**config.mk**
```make
export PLATFORM = sky130hd
export DESIGN_NAME = tlv_object_write_sequencer
export DESIGN_NICKNAME = d
export VERILOG_FILES = /design/src/hw/tlv_object_write_sequencer.v
export VERILOG_INCLUDE_DIRS = /design/src /design/src/common
export SDC_FILE = /design/constraint.sdc
export NUM_CORES = 2
export LEC_CHECK = 0
export ABC_AREA = 1
export BUFFER_PORTS_ARGS = -buffer_cell sky130_fd_sc_hd__buf_4
export CORE_MARGIN = 3
export CORE_UTILIZATION = 25
export CTS_CLUSTER_SIZE = 12
export DETAILED_ROUTE_END_ITERATION = 10
export PLACE_DENSITY = 0.49
export RECOVER_POWER = 100
export SLEW_MARGIN = 15
export SYNTH_ARGS = -nofsm -noshare
export SYNTH_HDL_FRONTEND = slang
export SYNTH_SLANG_ARGS = --single-unit
```
**constraint.sdc**
```tcl
create_clock -name ref_clk -period 9.1 [get_ports ref_clk]
set_input_delay 0.455 -clock ref_clk [delete_from_list [all_inputs] [get_ports ref_clk]]
set_output_delay 0.455 -clock ref_clk [all_outputs]
set_load 0.02 [all_outputs]
```
**src/common/tlv_write_map.vh**
```
// Contract
// - First block creates, replaces or deletes object
// - Freed storage returns to the pool
// - Next block appends after received bytes
// - Retransmit overwrites the previous block portion
// - Refuse unless update access is granted
// - Success on first block means storage reserved
// - No room for length gives 6A84
// - Tag held by other channel gives 6985
// - 9000 when complete, else more-data status
// - Next block after completion gives 6A86
// - Aborted transfer removes the object
// - Overlong data gives 6700, nothing changes
// - Tag out of range gives 6A80
// - Tag-only deletes; absent object is fine
// - Zero length creates an empty object
// - Out-of-sequence response fetch gives 6F00
// - Other channel command discards pending response
// - First block sets pointer, aborts open transfer
// - File change aborts an open transfer
// - Error leaves pointer and context unchanged
// - P2 b8..b7 block mode, b5..b1 file
`ifndef TLV_WRITE_MAP_VH
`define TLV_WRITE_MAP_VH

`define ADDR_CMD 8'h00
`define ADDR_TAG 8'h04
`define ADDR_LEN 8'h08
`define ADDR_CNT 8'h0C
`define ADDR_STATUS 8'h10
`define ADDR_WRPTR 8'h14
`define ADDR_POOL 8'h18

`define CMD_KIND_LO 0
`define CMD_CHAN_LO 2
`define CMD_ACCESS 4
`define CMD_PROACTIVE 5
`define CMD_TAG_ONLY 6
`define CMD_RESP_DATA 7
`define CMD_P1_LO 8
`define CMD_P2_LO 16
`define STATUS_BUSY 16

`define KIND_SET 2'h0
`define KIND_GET_RESP 2'h1
`define KIND_FILE_CHANGE 2'h2
`define KIND_OTHER 2'h3

`define MODE_NEXT 2'h0
`define MODE_RETX 2'h1
`define MODE_FIRST 2'h2

`define SW_OK 16'h9000
`define SW_MORE 16'h63F1
`define SW_MORE_PRO 16'h63F2
`define SW_NO_MEMORY 16'h6A84
`define SW_USE_COND 16'h6985
`define SW_WRONG_P1P2 16'h6A86
`define SW_WRONG_LEN 16'h6700
`define SW_BAD_DATA 16'h6A80
`define SW_ACCESS 16'h6982
`define SW_TECH 16'h6F00
`define TAG_LIST 16'h005C

`define RST_WORD 32'h0000_0000
`define RST_SW 16'h0000

`endif

```
**src/hw/tlv_object_write_sequencer.v**
```verilog
`include "tlv_write_map.vh"

module tlv_object_write_sequencer #(
    parameter SLOTS = 4,
    parameter SLOT_W = 2,
    parameter CHANS = 4,
    parameter LEN_W = 24,
    parameter [LEN_W-1:0] POOL_BYTES = 24'h000400,
    parameter [15:0] TAG_MIN = 16'h0001,
    parameter [15:0] TAG_MAX = 16'h7FFF
) (
    input wire ref_clk,
    input wire nrst,
    input wire hsel,
    input wire [31:0] haddr,
    input wire [1:0] htrans,
    input wire hwrite,
    input wire [2:0] hsize,
    input wire [31:0] hwdata,
    input wire hready,
    output reg hreadyout,
    output reg hresp,
    output reg [31:0] hrdata
);
    localparam ST_IDLE = 2'b01;
    localparam ST_EXEC = 2'b10;
    // Decoded operation, applied in the execute cycle
    localparam OP_NONE = 3'h0;
    localparam OP_DEL = 3'h1;
    localparam OP_NEW = 3'h2;
    localparam OP_APP = 3'h3;
    localparam OP_RTX = 3'h4;
    localparam OP_ABORT = 3'h5;

    reg [1:0] state;
    reg wrPend;
    reg [7:0] wrAddr;
    reg [31:0] cmdReg;
    reg [15:0] tagReg;
    reg [LEN_W-1:0] lenReg;
    reg [LEN_W-1:0] cntReg;
    reg [15:0] statusWord;
    reg [LEN_W-1:0] wrOffset;
    reg [SLOT_W-1:0] wrSlot;
    reg [LEN_W-1:0] poolFree;
    reg respPend;
    reg [1:0] respChan;

    reg objValid [0:SLOTS-1];
    reg [15:0] objTag [0:SLOTS-1];
    reg [LEN_W-1:0] objLen [0:SLOTS-1];

    reg ctxPtr [0:CHANS-1];
    reg ctxDone [0:CHANS-1];
    reg [SLOT_W-1:0] ctxSlot [0:CHANS-1];
    reg [LEN_W-1:0] ctxRcv [0:CHANS-1];
    reg [LEN_W-1:0] ctxOff [0:CHANS-1];

    wire [1:0] kind = cmdReg[`CMD_KIND_LO+1:`CMD_KIND_LO];
    wire [1:0] chan = cmdReg[`CMD_CHAN_LO+1:`CMD_CHAN_LO];
    wire [7:0] p1 = cmdReg[`CMD_P1_LO+7:`CMD_P1_LO];
    wire [7:0] p2 = cmdReg[`CMD_P2_LO+7:`CMD_P2_LO];
    wire [1:0] mode = p2[7:6];
    wire [4:0] sfi = p2[4:0];
    wire addrPhase = hsel && htrans[1] && hready;

    // Bound check in LEN_W+1 bits so a sum never wraps
    function fits;
        input [LEN_W-1:0] base;
        input [LEN_W-1:0] add;
        input [LEN_W-1:0] limit;
        begin
            fits = ({1'b0, base} + {1'b0, add}) <= {1'b0, limit};
        end
    endfunction

    function [15:0] moreWord;
        input proactive;
        begin
            moreWord = proactive ? `SW_MORE_PRO : `SW_MORE;
        end
    endfunction

    reg hit;
    reg [SLOT_W-1:0] hitSlot;
    reg freeHit;
    reg [SLOT_W-1:0] freeSlot;
    reg lockHit;
    reg isOpen;
    reg [SLOT_W-1:0] oldSlot;
    reg [SLOT_W-1:0] useSlot;
    reg [LEN_W:0] gain;
    reg [LEN_W-1:0] curLen;
    reg [15:0] nextSw;
    reg [2:0] op;
    integer i;

    always @* begin
        hit = 1'b0;
        hitSlot = {SLOT_W{1'b0}};
        freeHit = 1'b0;
        freeSlot = {SLOT_W{1'b0}};
        lockHit = 1'b0;
        isOpen = ctxPtr[chan] && !ctxDone[chan];
        oldSlot = ctxSlot[chan];
        curLen = objLen[oldSlot];
        for (i = 0; i < SLOTS; i = i + 1) begin
            if (objValid[i] && objTag[i] == tagReg && !hit) begin
                hit = 1'b1;
                hitSlot = i[SLOT_W-1:0];
            end
            if (!objValid[i] && !freeHit) begin
                freeHit = 1'b1;
                freeSlot = i[SLOT_W-1:0];
            end
        end
        for (i = 0; i < CHANS; i = i + 1) begin
            // Another channel's pointer on this tag blocks any change
            if (i[1:0] != chan && ctxPtr[i] && objValid[ctxSlot[i]]
                    && objTag[ctxSlot[i]] == tagReg) begin
                lockHit = 1'b1;
            end
        end
        // Storage given back by the abort and by the replaced object
        gain = {1'b0, poolFree};
        if (isOpen) begin
            gain = gain + {1'b0, curLen};
        end
        if (hit && !(isOpen && hitSlot == oldSlot)) begin
            gain = gain + {1'b0, objLen[hitSlot]};
        end
        // Same tag keeps its slot; an aborted slot is reused first
        if (hit) begin
            useSlot = hitSlot;
        end else if (isOpen) begin
            useSlot = oldSlot;
        end else begin
            useSlot = freeSlot;
        end
        op = OP_NONE;
        nextSw = `SW_OK;
        // Status priority follows the order of the checks below
        case (kind)
            `KIND_SET: begin
                if (!cmdReg[`CMD_ACCESS]) begin
                    nextSw = `SW_ACCESS;
                end else if (p1 != 8'h00 || mode == 2'h3) begin
                    nextSw = `SW_WRONG_P1P2;
                end else if (mode == `MODE_FIRST) begin
                    if (tagReg < TAG_MIN || tagReg > TAG_MAX || tagReg == `TAG_LIST) begin
                        nextSw = `SW_BAD_DATA;
                    end else if (lockHit) begin
                        nextSw = `SW_USE_COND;
                    end else if (cmdReg[`CMD_TAG_ONLY]) begin
                        op = OP_DEL;
                    end else if (cntReg > lenReg) begin
                        nextSw = `SW_WRONG_LEN;
                    end else if (!hit && !isOpen && !freeHit) begin
                        nextSw = `SW_NO_MEMORY;
                    end else if ({1'b0, lenReg} > gain) begin
                        nextSw = `SW_NO_MEMORY;
                    end else begin
                        op = OP_NEW;
                        if (cntReg != lenReg) begin
                            nextSw = moreWord(cmdReg[`CMD_PROACTIVE]);
                        end
                    end
                end else if (sfi != 5'h00 || !isOpen) begin
                    nextSw = `SW_WRONG_P1P2;
                end else if (mode == `MODE_NEXT) begin
                    if (!fits(ctxRcv[chan], cntReg, curLen)) begin
                        nextSw = `SW_WRONG_LEN;
                    end else begin
                        op = OP_APP;
                        if (ctxRcv[chan] + cntReg != curLen) begin
                            nextSw = moreWord(cmdReg[`CMD_PROACTIVE]);
                        end
                    end
                end else begin
                    if (!fits(ctxOff[chan], cntReg, curLen)) begin
                        nextSw = `SW_WRONG_LEN;
                    end else begin
                        op = OP_RTX;
                        if (ctxOff[chan] + cntReg != curLen) begin
                            nextSw = moreWord(cmdReg[`CMD_PROACTIVE]);
                        end
                    end
                end
            end
            `KIND_GET_RESP: begin
                if (!(respPend && respChan == chan)) begin
                    nextSw = `SW_TECH;
                end
            end
            `KIND_FILE_CHANGE: begin
                op = OP_ABORT;
            end
            default: begin
                op = OP_NONE;
            end
        endcase
    end

    // Bus side: zero wait states, registered read data
    always @(posedge ref_clk or negedge nrst) begin
        if (!nrst) begin
            hreadyout <= 1'b1;
            hresp <= 1'b0;
            hrdata <= `RST_WORD;
            wrPend <= 1'b0;
            wrAddr <= 8'h00;
        end else begin
            hreadyout <= 1'b1;
            hresp <= 1'b0;
            wrPend <= addrPhase && hwrite;
            // Upper address bits not decoded, so words alias every 256 bytes
            wrAddr <= {haddr[7:2], 2'b00};
            if (addrPhase && !hwrite) begin
                case ({haddr[7:2], 2'b00})
                    `ADDR_CMD: hrdata <= cmdReg;
                    `ADDR_TAG: hrdata <= {16'h0000, tagReg};
                    `ADDR_LEN: hrdata <= {{(32-LEN_W){1'b0}}, lenReg};
                    `ADDR_CNT: hrdata <= {{(32-LEN_W){1'b0}}, cntReg};
                    `ADDR_STATUS: hrdata <= {15'h0000, state == ST_EXEC, statusWord};
                    `ADDR_WRPTR: hrdata <= {{(8-SLOT_W){1'b0}}, wrSlot, wrOffset};
                    `ADDR_POOL: hrdata <= {{(32-LEN_W){1'b0}}, poolFree};
                    default: hrdata <= `RST_WORD;
                endcase
            end else begin
                hrdata <= `RST_WORD;
            end
        end
    end

    // Command registers and execution
    always @(posedge ref_clk or negedge nrst) begin
        if (!nrst) begin
            state <= ST_IDLE;
            cmdReg <= `RST_WORD;
            tagReg <= 16'h0000;
            lenReg <= {LEN_W{1'b0}};
            cntReg <= {LEN_W{1'b0}};
            statusWord <= `RST_SW;
            wrOffset <= {LEN_W{1'b0}};
            wrSlot <= {SLOT_W{1'b0}};
            poolFree <= POOL_BYTES;
            respPend <= 1'b0;
            respChan <= 2'h0;
            for (i = 0; i < SLOTS; i = i + 1) begin
                objValid[i] <= 1'b0;
                objTag[i] <= 16'h0000;
                objLen[i] <= {LEN_W{1'b0}};
            end
            for (i = 0; i < CHANS; i = i + 1) begin
                ctxPtr[i] <= 1'b0;
                ctxDone[i] <= 1'b0;
                ctxSlot[i] <= {SLOT_W{1'b0}};
                ctxRcv[i] <= {LEN_W{1'b0}};
                ctxOff[i] <= {LEN_W{1'b0}};
            end
        end else begin
            case (state)
                ST_IDLE: begin
                    if (wrPend) begin
                        case (wrAddr)
                            `ADDR_CMD: begin
                                cmdReg <= hwdata;
                                state <= ST_EXEC;
                            end
                            `ADDR_TAG: tagReg <= hwdata[15:0];
                            `ADDR_LEN: lenReg <= hwdata[LEN_W-1:0];
                            `ADDR_CNT: cntReg <= hwdata[LEN_W-1:0];
                            default: state <= ST_IDLE;
                        endcase
                    end
                end
                ST_EXEC: begin
                    // Writes during this cycle are dropped; software polls busy first
                    state <= ST_IDLE;
                    statusWord <= nextSw;
                    // Any command, on any channel, replaces the pending response
                    respPend <= (kind == `KIND_OTHER) && cmdReg[`CMD_RESP_DATA];
                    respChan <= chan;
                    case (op)
                        OP_DEL: begin
                            if (isOpen) begin
                                objValid[oldSlot] <= 1'b0;
                            end
                            if (hit) begin
                                objValid[hitSlot] <= 1'b0;
                            end
                            poolFree <= gain[LEN_W-1:0];
                            ctxPtr[chan] <= 1'b0;
                        end
                        // Slot and pool are taken only here, after every check passed
                        OP_NEW: begin
                            if (isOpen && oldSlot != useSlot) begin
                                objValid[oldSlot] <= 1'b0;
                            end
                            objValid[useSlot] <= 1'b1;
                            objTag[useSlot] <= tagReg;
                            objLen[useSlot] <= lenReg;
                            poolFree <= gain[LEN_W-1:0] - lenReg;
                            ctxPtr[chan] <= 1'b1;
                            ctxSlot[chan] <= useSlot;
                            ctxRcv[chan] <= cntReg;
                            ctxOff[chan] <= {LEN_W{1'b0}};
                            ctxDone[chan] <= cntReg == lenReg;
                            wrSlot <= useSlot;
                            wrOffset <= {LEN_W{1'b0}};
                        end
                        // Block offset kept so a retransmit can go back to it
                        OP_APP: begin
                            ctxOff[chan] <= ctxRcv[chan];
                            ctxRcv[chan] <= ctxRcv[chan] + cntReg;
                            ctxDone[chan] <= ctxRcv[chan] + cntReg == curLen;
                            wrSlot <= oldSlot;
                            wrOffset <= ctxRcv[chan];
                        end
                        OP_RTX: begin
                            ctxRcv[chan] <= ctxOff[chan] + cntReg;
                            ctxDone[chan] <= ctxOff[chan] + cntReg == curLen;
                            wrSlot <= oldSlot;
                            wrOffset <= ctxOff[chan];
                        end
                        OP_ABORT: begin
                            if (isOpen) begin
                                objValid[oldSlot] <= 1'b0;
                                poolFree <= poolFree + curLen;
                            end
                            ctxPtr[chan] <= 1'b0;
                        end
                        default: begin
                            // Errors leave every context as it was
                            state <= ST_IDLE;
                        end
                    endcase
                end
                default: state <= ST_IDLE;
            endcase
        end
    end
endmodule // tlv_object_write_sequencer

```
* Word level (Yosys, flattened, before mapping) *
Cells that the tools add are included.

word-level totals
  output and inout bits = 34
  register bits after elaboration = 578
  input port bits = 74
  logic and storage cells = 365

cells by class
  order comparisons = 18
  eq/ne operators = 45
  bitwise gates (word level) = 18
  muxes and demuxes = 147
  reductions and logical operators = 83
  add/subtract/negate cells = 8

operators by type and width
  kind               number
  $bwmux 96          5
  $mux 16            26
  $pmux 96 s3        1
  $mux 24            11
  $pmux 32 s7        1
  $bmux 24 s2        4
  $pmux 96 s2        1
  $pmux 24 s3        2
  $bmux 16 s2        4
  $eq 16x16->1       8
  $and 96x96->96     1
  $demux 24 s2       2
  $not 96->96        1
  $add 24x24->25     3
  $add 24x24->24     3
  $eq 24x24->1       3
  $ne 24x24->1       3
  $bwmux 64          1
  $le 25x24->1       2
  $mux 25            2
  $logic_and 1x1->1  38
  $mux 2             19
  $demux 16 s2       1
  $mux 32            1
  other kinds (53)   176

* Longest topological paths before layout *
  depth after elaboration = 35
  mapped depth = 58
  depth with buffers taken out = 55

* Worst setup path before layout *
OpenSTA, ideal clock, no wires.

  path type = reg2reg
  start = reg cmdReg[3]
  end = reg objTag[45] (netlist name)
  path slack = 1366 ps
  buffers on the path = 5
  period minus slack after synthesis = 7734 ps
  required time = 8968 ps
  arrival = 7602 ps
  cell stages (with the launch flop) = 56
  setup time = 132 ps
  cells stage by stage = dfrtp_1 buf_2 nor2_1 inv_2 o22ai_1 a21oi_1 o21a_1 inv_1 nor2_1 inv_1 buf_1 o22ai_1 nor2_1 ha_1 fa_1 nand3_1 nand2_1 a21boi_0 (+20 left out) a21oi_1 o21ai_0 nand2_1 nor2_1 nand2_1 nand2_1 nand2_1 nand2_2 nand3_2 nand2_4 nand4_4 nor2_2 buf_6 nand2_4 buf_6 buf_6 nand2_1 o21ai_0

between the ends
  word-level cells in the longest chain between the ends = 25
  elaborated cells between the ends (all ways) = 84
  classes of those cells = add/sub (4); order compare (5); eq/ne (5); mux (43); bitwise (3); reduce/logical (24)

RTL lines
  item                                        RTL line                          source
  start: declaration                          tlv_object_write_sequencer.v:38   reg [31:0] cmdReg;
  start signal: assignment                    tlv_object_write_sequencer.v:239  cmdReg <= `RST_WORD;
  start signal: assignment                    tlv_object_write_sequencer.v:267  cmdReg <= hwdata;
  $not 2->3 (not written as such)             n/a
  $bmux 2 s2                                  tlv_object_write_sequencer.v:105  oldSlot = ctxSlot[chan];
  $mux 2 (not written as such) (2 in a row)   tlv_object_write_sequencer.v:105
  $not 2->3 (not written as such)             tlv_object_write_sequencer.v:106  curLen = objLen[oldSlot];
  $bmux 24 s2                                 tlv_object_write_sequencer.v:106
  $mux 24 (not written as such) (2 in a row)  tlv_object_write_sequencer.v:106
  $add 24x24->25                              tlv_object_write_sequencer.v:127  gain = gain + {1'b0, curLen};
  $mux 25                                     tlv_object_write_sequencer.v:126  if (isOpen) begin
  (+7 left out)                               n/a
  $mux 2                                      tlv_object_write_sequencer.v:152  end else if (lockHit) begin
  $mux 2                                      tlv_object_write_sequencer.v:150  if (tagReg < TAG_MIN || tagReg > TAG_MAX || tagReg == `TAG_LIST) begin
  $mux 3                                      tlv_object_write_sequencer.v:149  end else if (mode == `MODE_FIRST) begin
  $mux 3                                      tlv_object_write_sequencer.v:147  end else if (p1 != 8'h00 || mode == 2'h3) begin
  $mux 3                                      tlv_object_write_sequencer.v:145  if (!cmdReg[`CMD_ACCESS]) begin
  $pmux 3 s2                                  tlv_object_write_sequencer.v:143  case (kind)
  $eq 3x2->1                                  tlv_object_write_sequencer.v:284  case (op)
  $reduce_and 2->1 (no line)                  n/a
  end signal: indexed assignment              tlv_object_write_sequencer.v:301  objTag[useSlot] <= tagReg;
  end: declaration                            tlv_object_write_sequencer.v:50   reg [15:0] objTag [0:SLOTS-1];

Parallel ways exist; a longest one is shown, timed or not. The select of a mux whose other input is x is not followed.
A chain may end at the register's enable or synchronous reset.

* Final worst setup path *
  start = reg cmdReg[2]
  end = reg ctxRcv[43] (netlist name)

between the ends
  word-level cells in the longest chain between the ends = 26
  elaborated cells between the ends (all ways) = 89
  classes of those cells = add/sub (6); order compare (5); eq/ne (7); mux (44); bitwise (2); reduce/logical (25)

RTL lines
  item                                             RTL line                          source
  $not 2->3 (not written as such)                  n/a
  $bmux 2 s2                                       tlv_object_write_sequencer.v:105
  $mux 2 (not written as such) (2 in a row)        tlv_object_write_sequencer.v:105
  $not 2->3 (not written as such)                  tlv_object_write_sequencer.v:106
  $bmux 24 s2                                      tlv_object_write_sequencer.v:106
  $mux 24 (not written as such) (2 in a row)       tlv_object_write_sequencer.v:106
  $add 24x24->25                                   tlv_object_write_sequencer.v:127
  $mux 25                                          tlv_object_write_sequencer.v:126
  (+8 left out)                                    n/a
  $mux 2                                           tlv_object_write_sequencer.v:150
  $mux 3                                           tlv_object_write_sequencer.v:149
  $mux 3                                           tlv_object_write_sequencer.v:147
  $mux 3                                           tlv_object_write_sequencer.v:145
  $pmux 3 s2                                       tlv_object_write_sequencer.v:143
  $eq 3x2->1 / $eq 3x3->1 (equally long branches)  tlv_object_write_sequencer.v:284
  $reduce_bool 3->1 (no line)                      n/a
  $reduce_and 2->1 (no line)                       n/a
  end signal: indexed assignment                   tlv_object_write_sequencer.v:306  ctxRcv[chan] <= cntReg;
  end signal: indexed assignment                   tlv_object_write_sequencer.v:315  ctxRcv[chan] <= ctxRcv[chan] + cntReg;
  end signal: indexed assignment                   tlv_object_write_sequencer.v:321  ctxRcv[chan] <= ctxOff[chan] + cntReg;
  end: declaration                                 tlv_object_write_sequencer.v:56   reg [LEN_W-1:0] ctxRcv [0:CHANS-1];

Parallel ways exist; a longest one is shown, timed or not. The select of a mux whose other input is x is not followed.

==> results by group <==
STA
  – Final max-slew violation count: 772
  – Fin crit period: 8.54 ns
  – Actual slew at the worst max-slew pin: 3.90 ns
  – Setup violators final: 0
  – Worst slew margin: -1.60
  – Hold slack final: 0.0733 ns
  – Post-Route Skew: 0.0409 ns
  – Final Hold Viols: 0
  – Fin worst setup slack: between 0.5 and 0.6 ns
  – F_max: 117 MHz
  – Final Cycle Share: 0.938

Floorplanning
  – Die area: 0.174 mm²
  – Die height: 417 µm
  – Starting Density: 0.252
  – Core area: 0.167 mm²
  – Die Wd: about 420 µm
  – Boundary pin count: 108
  – Cell row count: 150

Route
  – Iter 0 DRT Violations: roughly 4,400
  – Total wire length: 186 mm
  – Drt pass-1 iters: 6
  – Via Count: 43,900
  – Detailed-route vias per instance: 5.14
  – Avg WL per Cell: between 20 and 25 µm
  – Post-DRT Antenna Nets: 0
  – DRC viols: 0

Placed design
  – Pre-CTS setup slack: 0.0628 ns
  – GP Congestion: 0.974
  – Placed Cells: 8,387
  – IO Port Bufs: 75
  – Final HPWL from detailed placement: 140 mm

Power
  – Reg power frac: 0.396
  – Pwr dens: 132 mW/mm²
  – Sw power: 1.84 mW
  – Sw frac: 0.279
  – Pwr Total: roughly 6.6 mW
  – Pint: 4.74 mW
  – Clock power share: 0.496
  – Gate power share: 0.108
  – Peak VDD IR: around 0.00014 V
  – Leakage dissipation: ~23 nW

Worst setup path
  – Kind of end point of the critical path: flip-flop
  – Setup Crit Path Kind: reg -> reg
  – Slack of the worst reg-to-reg path: 0.56 ns
  – Critical Path Max Stage Delay: 0.46 ns
  – Reg2reg path depth: 57
  – Worst reg2reg path startpoint: cmdReg[2]$_DFFE_PN0P_
  – Worst-path maximum fanout: 16
  – Terminus of the critical flop-to-flop path: ctxRcv[43]$_DFFE_PN0P_
  – Worst path slowest cell: dfrtp_2
  – Arrival time worst endpoint: a little over 9 ns
  – Critical Path RT: between 9 and 10 ns
  – Critical Path Start Type: flip-flop

Clocking
  – Clock transition at path regs: approximately 0.070 ns
  – Clk buf depth: 3
  – CTS root buffer: clkbuf_16
  – CTS tree: yes
  – Sink Count: between 500 and 600
  – H-tree depth: 3
  – Total CTS buffers: 75
  – Clock Latency Late Sink: 0.70 ns

Min path
  – Hold depth: 3
  – Worst hold start: hwdata[19]
  – Hold Path Sink: cntReg[19]$_DFFE_PN0P_
  – Worst min-delay path category: in -> reg

Finish
  – Fraction of layout cells with a size suffix above 1: 0.110
  – Fin nets: 6,567
  – Most common library cell in the layout ignoring fill and taps: nand2_1
  – Most frequent cells in the layout: nand2_1, nor2_1, o21ai_0
  – Layout Utilization: 0.298
  – Final Non-Filler Cells: ~8,500
  – Area Overhead vs Synth: 18.1%

Status
  – Outcome: finished with violations
  – Violated checks: capacitance limit, slew limit

Run
  – Maxcap violations: 11

Global routing
  – Initial antenna violation count: 9
  – Largest net degree at the start of global routing: between 100 and 150
  – Tot GR Track Use: 0.208
  – First-pass GRT wire length: ~280 mm
  – Gr ovfl total: 0
  – Number of global-route vias before repair: 41,900

Logic synthesis
  – Post-Syn Instances: 6,090
  – Post-Syn Area per Cell: 6.92 µm²
  – Top cells by area, synth: dfrtp_1, nand2_1, o21ai_0
  – Yosys reg bits: 573
  – Number of synthesized flops with an enable pin: 0
  – YS warnings: 0
  – Post-Syn Area: approximately 0.042 mm²
  – Post-synth net total: 6,379
  – Synth unique cells: 61
  – Ys async rst share: 1.00
  – Synth area leader: dfrtp_1
  – Post-synth top area share: 0.339
  – Sequential share of the synthesized area: 0.340
  – Most used DFF post-synth: dfrtp_1
-- synthesized netlist by cell type, types with 23 or more instances --
cell type	n
a21oi_1	444
a22oi_1	62
a31oi_1	48
buf_1	28
buf_2	54
clkbuf_1	205
dfrtp_1	571
ha_1	210
inv_1	510
nand2_1	1479
nand3_1	290
nand4_1	146
nor2_1	655
nor3_1	45
nor4_1	23
o211ai_1	55
o21a_1	30
o21ai_0	629
o21ai_1	25
o21bai_1	53
o221ai_1	31
o22ai_1	65
or2_2	99
xnor2_1	58
xor2_1	74
-- layer usage --
| layer | up-vias | global-route usage | part of all wire |
|---|---|---|---|
| met5 | - | 0 | 0.00015 |
| met4 | 4 | 0.0662 | 0.033 |
| met3 | 317 | 0.0300 | 0.064 |
| met2 | 1559 | 0.337 | 0.45 |
| met1 | 21200 | 0.286 | 0.45 |
| li1 | 20900 | - | - |
-- power groups by stage --
stage / Sequential, mW / Combinational (mW) / Clock, mW
after floorplan: 2.63 / 0.378 / 0
after global placement: 2.65 / 0.692 / 0
after detailed placement: 2.65 / 0.700 / 0
after CTS: 2.60 / 0.709 / 3.34
after global routing: 2.61 / 0.779 / 3.43
final: 2.61 / 0.710 / 3.26
-- registers in the layout, indices dropped and copies added, names as in the netlist, 16 cells and up, named ones only --
name	count
objLen	96
lenReg	24
wrOffset	24
ctxOff	96
ctxRcv	96
tagReg	16
hrdata	32
cntReg	24
objTag	64
cmdReg	32
poolFree	24
-- final cells by class --
cell class                      instances  area [µm²]
Timing Repair Buffer                  436        3550
Sequential cell                       573       14300
Clock inverter                         34         503
Clock buffer                          100        2130
Fill cell                           18400      118000
Multi-Input combinational cell       4657       24500
Inverter                              535        2010
Tap cell                             2204        2760
Antenna cell                            9        22.5
-- worst max-delay path by stage --
stage / endpoint / from / cells past startpoint / slack (ns)
after floorplan: objTag[45]$_DFFE_PN0P_ / cmdReg[3]$_DFFE_PN0P_ / 55 / 1.37
after global placement: ctxDone[2]$_DFFE_PN0P_ / cmdReg[3]$_DFFE_PN0P_ / 53 / 0.13
after detailed placement: ctxRcv[51]$_DFFE_PN0P_ / cmdReg[3]$_DFFE_PN0P_ / 53 / 0.06
after CTS: ctxRcv[50]$_DFFE_PN0P_ / cmdReg[2]$_DFFE_PN0P_ / 56 / 0.06
after global routing: ctxOff[17]$_DFFE_PN0P_ / cmdReg[2]$_DFFE_PN0P_ / 57 / -0.01
final: ctxRcv[43]$_DFFE_PN0P_ / cmdReg[2]$_DFFE_PN0P_ / 57 / 0.56
-- timing repair --
item | 4_1_cts | 5_1_grt
hold endpoints to repair | 72 | 0
hold buffers | 17 | 0
setup endpoints to repair | 8 | 421
setup buffers | 0 | 1
pin swaps | 0 | 3
gates resized for setup | 2 | 34
cloned | 0 | 0
-- stage by stage --
step / TNS [ns] / cell area [µm²]
after floorplan: 0 / 42200
after global placement: 0 / 47100
after detailed placement: 0 / 47100
after CTS: 0 / 49900
after global routing: -0.0544 / 49800
final: 0 / 49800
-- critical path, delay by kind of cell, from the launching register on --
kind,cells,cell delay [ns]
adders and majority gates,3,1.01
xor gates and xnor gates,2,0.48
AOI/OAI and AO/OA,17,2.48
buffers and inverters,13,1.73
and+or+nand+nor,22,2.23
DFF,1,0.46
-- kinds of logic (layout without fill, tap and decap cells) --
| group | Yosys count | in the layout | synth area share |
|---|---|---|---|
| buf+inv | 860 | 1105 | 0.0830 |
| flops | 573 | 573 | 0.340 |
| other cells | 2 | 11 | 0.000178 |
| xor+xnor | 132 | 132 | 0.0274 |
| simple gates | 2788 | 2788 | 0.280 |
| fa+ha+maj | 215 | 215 | 0.0647 |
| compound gates | 1520 | 1520 | 0.205 |
Note: power is estimated with default switching activity, not from simulation.
